File: src/verilog/rtif_pkg.sv
// Constants and types shared by the counter interrupt enable and flag block
package rtif_pkg;

	// Register indices; byte address is four times the index
	localparam logic [7:0] RTIF_IDX_CTRL      = 8'h00;
	localparam logic [7:0] RTIF_IDX_IRQ_CLR   = 8'h06;
	localparam logic [7:0] RTIF_IDX_IRQ_SET   = 8'h07;
	localparam logic [7:0] RTIF_IDX_IRQ_FLAG  = 8'h08;
	localparam logic [7:0] RTIF_IDX_STATUS    = 8'h0A;

	// Bit positions shared by enable and flag registers
	localparam int RTIF_BIT_WRAP      = 7;
	localparam int RTIF_BIT_SYNC_DONE = 6;
	localparam int RTIF_BIT_MATCH_ONE = 1;
	localparam int RTIF_BIT_MATCH_ZERO = 0;

	// Status register: sync in progress
	localparam int RTIF_BIT_SYNC_BUSY = 7;

	// Control register fields
	localparam int RTIF_BIT_SWRST     = 0;
	localparam int RTIF_BIT_ENABLE    = 1;
	localparam int RTIF_POS_MODE      = 2;

	// Used bits per mode
	localparam logic [7:0] RTIF_MASK_ONE_MATCH = 8'hC1;
	localparam logic [7:0] RTIF_MASK_TWO_MATCH = 8'hC3;

	// Reset values
	localparam logic [7:0]  RTIF_RST_REG8  = 8'h00;
	localparam logic [31:0] RTIF_RST_RDATA = 32'h0000_0000;

	// AHB encodings
	localparam logic [1:0] RTIF_HTRANS_NONSEQ = 2'h2;
	localparam logic [1:0] RTIF_HTRANS_SEQ    = 2'h3;
	localparam logic       RTIF_HRESP_OKAY    = 1'h0;

	typedef enum logic [1:0] {
		COUNT32_MODE,
		COUNT16_MODE,
		CALENDAR_MODE,
		RESERVED_MODE
	} rtif_mode_t;

endpackage : rtif_pkg

File: src/verilog/rtif_irq.sv
// Interrupt enable set/clear and flag logic of the counter, AHB-Lite slave
`timescale 1ns/1ps
`default_nettype none

module rtif_irq (
	input  wire logic         hclk,
	input  wire logic         hresetn,
	input  wire logic         hsel,
	input  wire logic [31:0]  haddr,
	input  wire logic [1:0]   htrans,
	input  wire logic         hwrite,
	input  wire logic [2:0]   hsize,
	input  wire logic [31:0]  hwdata,
	input  wire logic         hready,
	output logic              hreadyout,
	output logic [31:0]       hrdata,
	output logic              hresp,
	input  wire logic         counter_clock,
	input  wire logic         counter_wrap,
	input  wire logic [1:0]   compare_match_n,
	input  wire logic         alarm_match_zero,
	input  wire logic         sync_in_progress,
	output rtif_pkg::rtif_mode_t counter_mode,
	output logic              counter_enable,
	output logic              soft_reset,
	output logic              irq
);
	import rtif_pkg::*;

	typedef struct packed {
		rtif_mode_t  mode;
		logic        run;
		logic        swrst;
		logic [7:0]  enables;
		logic [7:0]  flags;
		logic [7:0]  pend;
		logic        busy_seen;
		logic        suppress;
		logic        wr_pend;
		logic [7:0]  wr_idx;
		logic [31:0] rdata;
		logic        ready;
		logic        irq;
	} rtif_state_t;

	rtif_state_t st_reg;
	rtif_state_t st_next;

	// Bits that are in use for a mode
	function automatic logic [7:0] used_mask(input rtif_mode_t m);
		logic [7:0] r;
		r = RTIF_MASK_ONE_MATCH;
		case (m)
			COUNT16_MODE: r = RTIF_MASK_TWO_MATCH;
			default: r = RTIF_MASK_ONE_MATCH;
		endcase
		return r;
	endfunction : used_mask

	// Word index from a byte address; off-word addresses map nowhere
	function automatic logic [7:0] word_idx(input logic [31:0] a);
		logic [7:0] r;
		r = 8'hFF;
		if ((a[31:10] == 22'h00_0000) && (a[1:0] == 2'h0)) begin
			r = a[9:2];
		end
		return r;
	endfunction : word_idx

	always_comb begin
		logic [7:0] mask;
		logic [7:0] ev;
		logic [7:0] set_bits;
		logic [7:0] clr_bits;
		logic [7:0] wdat;
		logic       wr_ctrl;
		logic       rd_go;
		logic [7:0] rd_idx;
		logic       busy_fall;
		mask      = used_mask(st_reg.mode);
		ev        = 8'h00;
		set_bits  = 8'h00;
		clr_bits  = 8'h00;
		wdat      = hwdata[7:0];
		wr_ctrl   = 1'b0;
		rd_go     = 1'b0;
		rd_idx    = 8'hFF;
		busy_fall = 1'b0;
		st_next   = st_reg;
		st_next.swrst = 1'b0;

		// Counter-domain events, steered by mode
		ev[RTIF_BIT_WRAP] = counter_wrap;
		if (st_reg.mode == CALENDAR_MODE) begin
			ev[RTIF_BIT_MATCH_ZERO] = alarm_match_zero;
		end else begin
			ev[RTIF_BIT_MATCH_ZERO] = compare_match_n[0];
		end
		if (st_reg.mode == COUNT16_MODE) begin
			ev[RTIF_BIT_MATCH_ONE] = compare_match_n[1];
		end

		// Event seen on one tick lands in the flag on the next tick
		if (counter_clock) begin
			set_bits = st_reg.pend & mask;
			st_next.pend = ev & mask;
		end

		// Sync done: falling busy, unless a change of the enable bit or a soft reset started it
		st_next.busy_seen = sync_in_progress;
		busy_fall = st_reg.busy_seen & ~sync_in_progress;
		if (busy_fall) begin
			if (!st_reg.suppress) begin
				set_bits[RTIF_BIT_SYNC_DONE] = 1'b1;
			end
			st_next.suppress = 1'b0;
		end

		// Data phase of a write taken last cycle
		if (st_reg.wr_pend) begin
			case (st_reg.wr_idx)
				RTIF_IDX_IRQ_SET: begin
					st_next.enables = st_reg.enables | (wdat & mask);
				end
				RTIF_IDX_IRQ_CLR: begin
					st_next.enables = st_reg.enables & ~wdat;
				end
				RTIF_IDX_IRQ_FLAG: begin
					clr_bits = wdat;
				end
				RTIF_IDX_CTRL: begin
					wr_ctrl = 1'b1;
				end
				default: begin
					wr_ctrl = 1'b0;
				end
			endcase
		end

		// Hardware set wins over a software clear in the same cycle
		st_next.flags = ((st_reg.flags & ~clr_bits) | set_bits) & mask;

		if (wr_ctrl) begin
			if (wdat[RTIF_BIT_SWRST]) begin
				// Soft reset returns mode, run, enables, flags and pend to reset values; its sync is not reported
				st_next.swrst    = 1'b1;
				st_next.mode     = COUNT32_MODE;
				st_next.run      = 1'b0;
				st_next.enables  = RTIF_RST_REG8;
				st_next.flags    = RTIF_RST_REG8;
				st_next.pend     = RTIF_RST_REG8;
				st_next.suppress = 1'b1;
			end else begin
				if (wdat[RTIF_BIT_ENABLE] != st_reg.run) begin
					st_next.suppress = 1'b1;
				end
				st_next.run  = wdat[RTIF_BIT_ENABLE];
				st_next.mode = rtif_mode_t'(wdat[RTIF_POS_MODE +: 2]);
				// Mode change drops bits the new mode does not use
				st_next.enables = st_next.enables & used_mask(rtif_mode_t'(wdat[RTIF_POS_MODE +: 2]));
				st_next.flags   = st_next.flags & used_mask(rtif_mode_t'(wdat[RTIF_POS_MODE +: 2]));
			end
		end

		// Address phase
		st_next.wr_pend = 1'b0;
		if (hsel && hready && ((htrans == RTIF_HTRANS_NONSEQ) || (htrans == RTIF_HTRANS_SEQ))) begin
			if (hwrite) begin
				st_next.wr_pend = 1'b1;
				st_next.wr_idx  = word_idx(haddr);
			end else begin
				rd_go  = 1'b1;
				rd_idx = word_idx(haddr);
			end
		end

		// Read data from next state, so a write just before is visible
		if (rd_go) begin
			st_next.rdata = RTIF_RST_RDATA;
			case (rd_idx)
				RTIF_IDX_IRQ_SET, RTIF_IDX_IRQ_CLR: begin
					st_next.rdata[7:0] = st_next.enables;
				end
				RTIF_IDX_IRQ_FLAG: begin
					st_next.rdata[7:0] = st_next.flags;
				end
				RTIF_IDX_STATUS: begin
					st_next.rdata[RTIF_BIT_SYNC_BUSY] = sync_in_progress;
				end
				RTIF_IDX_CTRL: begin
					st_next.rdata[RTIF_BIT_ENABLE] = st_next.run;
					st_next.rdata[RTIF_POS_MODE +: 2] = st_next.mode;
				end
				default: begin
					st_next.rdata = RTIF_RST_RDATA;
				end
			endcase
		end

		st_next.ready = 1'b1;
		st_next.irq   = |(st_next.flags & st_next.enables & used_mask(st_next.mode));
	end

	always_ff @(posedge hclk or negedge hresetn) begin
		if (!hresetn) begin
			st_reg <= '0;
		end else begin
			st_reg <= st_next;
		end
	end

	assign hreadyout      = st_reg.ready;
	assign hrdata         = st_reg.rdata;
	assign hresp          = RTIF_HRESP_OKAY;
	assign counter_mode   = st_reg.mode;
	assign counter_enable = st_reg.run;
	assign soft_reset     = st_reg.swrst;
	assign irq            = st_reg.irq;

endmodule : rtif_irq

`default_nettype wire

File: config.mk
export PLATFORM = sky130hd
export DESIGN_NAME = rtif_irq
export DESIGN_NICKNAME = d
export VERILOG_FILES = /design/src/verilog/rtif_pkg.sv /design/src/verilog/rtif_irq.sv
export SDC_FILE = /design/constraint.sdc
export NUM_CORES = 1
export LEC_CHECK = 0
export BUFFER_PORTS_ARGS = -buffer_cell sky130_fd_sc_hd__buf_4
export CAP_MARGIN = 25
export CORE_MARGIN = 1.5
export CORE_UTILIZATION = 45
export CTS_BUF_LIST = sky130_fd_sc_hd__clkbuf_4 sky130_fd_sc_hd__clkbuf_8 sky130_fd_sc_hd__clkbuf_16
export CTS_CLUSTER_DIAMETER = 30
export DETAILED_ROUTE_END_ITERATION = 16
export GPL_ROUTABILITY_DRIVEN = 0
export PLACE_DENSITY = 0.87
export SLEW_MARGIN = 25
export SYNTH_ARGS = -nofsm -noshare
export SYNTH_HDL_FRONTEND = slang
export SYNTH_SLANG_ARGS = --single-unit
export TNS_END_PERCENT = 5
File: constraint.sdc
create_clock -name hclk -period 5.7 [get_ports hclk]
set_input_delay 1.14 -clock hclk [delete_from_list [all_inputs] [get_ports hclk]]
set_output_delay 1.14 -clock hclk [all_outputs]
set_load 0.01 [all_outputs]
* After elaboration in Yosys (flattened, before gate mapping)
Cells that the tools add are included.
** Storage, ports and cells
- Flip-flop bits (word level) :: 49
- Input port bits :: 80
- Word-level logic and storage cells :: 91
** Cells by class
- Equality and inequality tests :: 14
- Muxes and demuxes :: 37
- Bitwise operators :: 16
- Reduce and logical (&&, ||, !) cells :: 11
** Operators with widths (count)
- $mux 8 :: 11
- $and 8x8->8 :: 10
- $eq 8x3->1 const B :: 4
- $mux 28 :: 1
- $eq 8x4->1 const B :: 3
- $logic_not 22->1 :: 1
- $mux 9 :: 2
- $logic_not 8->1 :: 2
- $mux 16 :: 1
- $not 8->8 :: 2
- $or 8x8->8 :: 2
- $pmux 8 s2 :: 1
- $mux 1 :: 13
- $pmux 3 s3 :: 1
- $reduce_or 8->1 :: 1
- $eq 2x1->1 const B :: 3
- $eq 2x2->1 const B :: 3
- $mux 2 :: 3
- $pmux 3 s2 :: 1
- $logic_and 1x1->1 :: 3
- $mux 3 :: 1
- $pmux 1 s3 :: 1
- $logic_not 2->1 :: 1
- $pmux 1 s2 :: 1
- other kinds (6) :: 6

* Depth between registers and ports, before layout
- Depth in word-level cells :: 15
- Gate-level depth with buffers :: 7
- Gate-level depth less buffers :: 5

* Worst setup path before layout
Ideal clock, no wire load.
- Kind :: input port to flip-flop
- From :: input haddr[8]
- To :: register st_reg, in the netlist hrdata[2]
- Arrival :: 2.453 ns
- Required time :: 5.636 ns
- Setup slack :: 3.183 ns
- Cell stages on the path :: 5
- Buffers on the path :: 0
- Cell sequence :: nor4_1 > nand4_1 > nor4_2 > a22o_1 > a31o_2
** On the way
- Longest elaborated chain between the ends :: 6
** RTL lines
- from (decl) :: line rtif_irq.sv:9 : input wire logic [31:0] haddr,
- $mux 8 * :: line rtif_irq.sv:64 : if ((a[31:10] == 22'h00_0000) && (a[1:0] == 2'h0)) begin
- $mux 8 * :: line rtif_irq.sv:168 : if (hwrite) begin
- $mux 8 * :: line rtif_irq.sv:167 : if (hsel && hready && ((htrans == RTIF_HTRANS_NONSEQ) || (htrans == RTIF_HTRANS_SEQ))) begin
- $eq 8x3->1 :: line rtif_irq.sv:180 : case (rd_idx)
- $reduce_or 2->1 :: line rtif_irq.sv:180
- $pmux 3 s3 * :: line rtif_irq.sv:180
- to (signal assigned) :: line rtif_irq.sv:208 : st_reg <= st_next;
- to (decl) :: line rtif_irq.sv:46 : rtif_state_t st_reg;
Every way passes the cells marked *; elsewhere a longest branch is shown, timed or not.
A chain may end at the register's enable or synchronous reset.

* Final worst setup path
Same ends and word-level chain as after synthesis.

==> metrics <==
Area after DPL 2676 um2; clk_lat worst skew approximately 0.31 ns; Max IR drop VDD around 0.12 mV; I/O Buffers 65; CP delay by family, top simple AND/OR/NAND/NOR gates; CP Depth 6; setup tns final 0 ns; GRT Resource Usage Total 0.2072; Post-synth top flop dfrtp_1; Gate Count Post-Synth between 200 and 250; Hold Crit Start st_reg[43]; CTS root buffer clkbuf_8; Inserted Diodes 0; chip width 74.63 um; Cell Rows 25; switching share of power 0.2553; Mean Syn Cell Area slightly below 10 um2; Psw 0.1618 mW; fraction of the yosys area taken by sequential cells 0.4444; Synthesis Warnings 0; max cap viols 0; CTS sink count 41; H-tree levels 2; Clk pin slew, worst setup/hold paths 0.09 ns; Post-CTS Setup Repair Bufs 0; internal power approximately 0.47 mW; critical path data required time a little under 6 ns; Setup CP Type in2reg; DR iter-0 viols around 150; Filler Cell Count 454; Initial Utilization 0.4792; final net count around 370; CTS max path bufs 2; DR WL/cell approximately 15 um; final worst path period share 0.4756; Placement Setup Slack ~2.6 ns; HPWL Detailed 4.106 mm; Hold Path Sink st_reg[43]; Via density approximately 5.3; Hold Violations, Final 0; Crit-path slowest cell nor4_1; final worst setup slack 2.989 ns; reg2reg start st_reg[37]; Cell variety after synth 52; I/O pins 119; Combinational Power Share 0.127; DRT Pass-1 Iters 4; Hold-fix buffers, CTS 0; Worst Reg-to-Reg Cells 5; status complete, no violations; number of CTS-inserted buffers 5; power density over cell area ~230 nW/um2; r2r endpoint hrdata[1]; largest net degree at the start of global routing 42; vias between 1500 and 2000; initial antenna violation count 0; Die Area around 5600 um2; Area Growth Syn to Fin 20.81%; Critical Path Sink Type register; Worst Hold Depth 2; grt ovf 0; share of cells above drive strength 1 0.2979; DRC Markers 0; setup slack, reg-to-reg 3.36 ns; most common cell after layout, fill and taps aside buf_4; Clk pwr share 0.375; max reg flops 27; Setup Skew 0.01512 ns; core area 4817 um2; fmax about 370 MHz; Final Cell Area between 2000 and 3000 um2; Flop pwr share 0.499; antenna viol nets, final 0; Post-synth ARST share 1.000; Buf/Inv on CP 1; final setup violation count 0; Post-CTS Resized 0; Largest stage delay, worst path about 0.65 ns; Hold/Removal Path Class reg2reg; crit-path max FO 7; max_slew headroom 0.5114; Mapped Area about 2300 um2; Pleak ~1.3 nW; Setup crit start kind input pin; min cycle time layout about 2.7 ns; die height ~75 um; FF+latch count, synth approximately 40; RSZ-0062 raised after global routing false; first-pass GRT wire length about 8.5 mm; vias in the first global route 1846; most frequent cells in the layout 65 x buf_4, 41 x dfrtp_1, 26 x conb_1; Post-synth EDFFs 0; Slew @ Worst Pin between 0.7 and 0.8 ns; critical-path cell list buf_4 -> nor4_1 -> nand4_1 -> nor4_2 -> a22o_1 -> a31o_2; worst path arrival time between 2 and 3 ns; fin. max-slew vios 0; CTS tree built; Routed WL ~5.4 mm
## how the worst max path moves through the flow
stage,from,end,slack [ns]
floorplan,haddr[8],hrdata[2],3.18
global placement,haddr[8],hrdata[3],2.69
detailed placement,haddr[8],hrdata[2],2.64
CTS,haddr[8],hrdata[2],2.95
global route,haddr[8],hrdata[3],2.87
finish,haddr[8],hrdata[2],2.99
## power by group through the flow
stage	Combinational [mW]	Clock [mW]	Sequential (mW)
CTS	0.0807	0.240	0.316
finish	0.0803	0.237	0.316
floorplan	0.0543	0	0.315
detailed placement	0.0802	0	0.321
global route	0.0897	0.252	0.318
global placement	0.0784	0	0.321
## worst min-delay path, delay by kind of cell, from the launching register on
family / cells / cell delay [ns]
compound gates: 1 / 0.06
simple gates: 1 / 0.05
flops: 1 / 0.34
## synth_stat cells, types with 2 or more instances
master	instances	area share
o21ai_0	4	0.0087
nand2b_1	2	0.0054
dfrtp_1	41	0.44
nand4b_1	2	0.0076
a2bb2oi_1	2	0.0076
a211oi_1	2	0.0065
a21oi_1	15	0.033
a31oi_1	2	0.0054
o31ai_1	5	0.016
and4_1	3	0.011
a41oi_1	2	0.0076
mux2i_1	3	0.013
inv_1	7	0.011
buf_4	35	0.11
nand3_1	7	0.015
nor2_1	19	0.031
clkbuf_1	4	0.0065
nand4_1	5	0.014
nand2_1	16	0.026
conb_1	2	0.0033
a22o_1	4	0.015
nor3b_1	2	0.0065
nor4_1	9	0.024
a221o_1	2	0.0087
nor3_1	5	0.011
mux2_2	2	0.0098
o311a_1	2	0.0087
nor2b_1	6	0.016
a31o_2	3	0.011
## logic make-up (layout without fill, tap and decap cells)
group,Yosys count,in the layout,share of synthesized area
compound gates,49,49,0.1545
xor+xnor,1,1,0.003795
buf+inv,49,81,0.1404
flops,41,41,0.4444
mux,5,5,0.02276
other cells,2,26,0.003253
simple gates,89,89,0.2309
## cell type report
cell class	count	area (um2)	share of cell area
sequential	41	1026	0.3679
clock buffer	5	68.82	0.02467
multi-input combinational	170	1049	0.3760
tap	67	83.83	0.03006
inverter	8	30.03	0.01077
timing repair buffer	65	488.0	0.1750
clock inverter	3	43.79	0.01570
## metal layers
layer	part of all wire	vias up	GRT usage
met5	0	-	0
li1	-	909	-
met1	0.41	884	0.2571
met4	0.014	0	0.07475
met3	0.071	8	0.04552
met2	0.50	92	0.3571
## per-stage QoR
stage                     hold WS (ns)  total power, mW    util  instances
after floorplan                 0.4498           0.3690       -        260
final                           0.4921           0.6338  0.5790        359
after detailed placement        0.4820           0.4017  0.5556        351
after global placement          0.4648           0.3993  0.5556        351
after CTS                       0.4956           0.6369  0.5790        359
after global routing            0.5202           0.6600  0.5790        359
No activity file was read; power rests on OpenSTA's default activity.
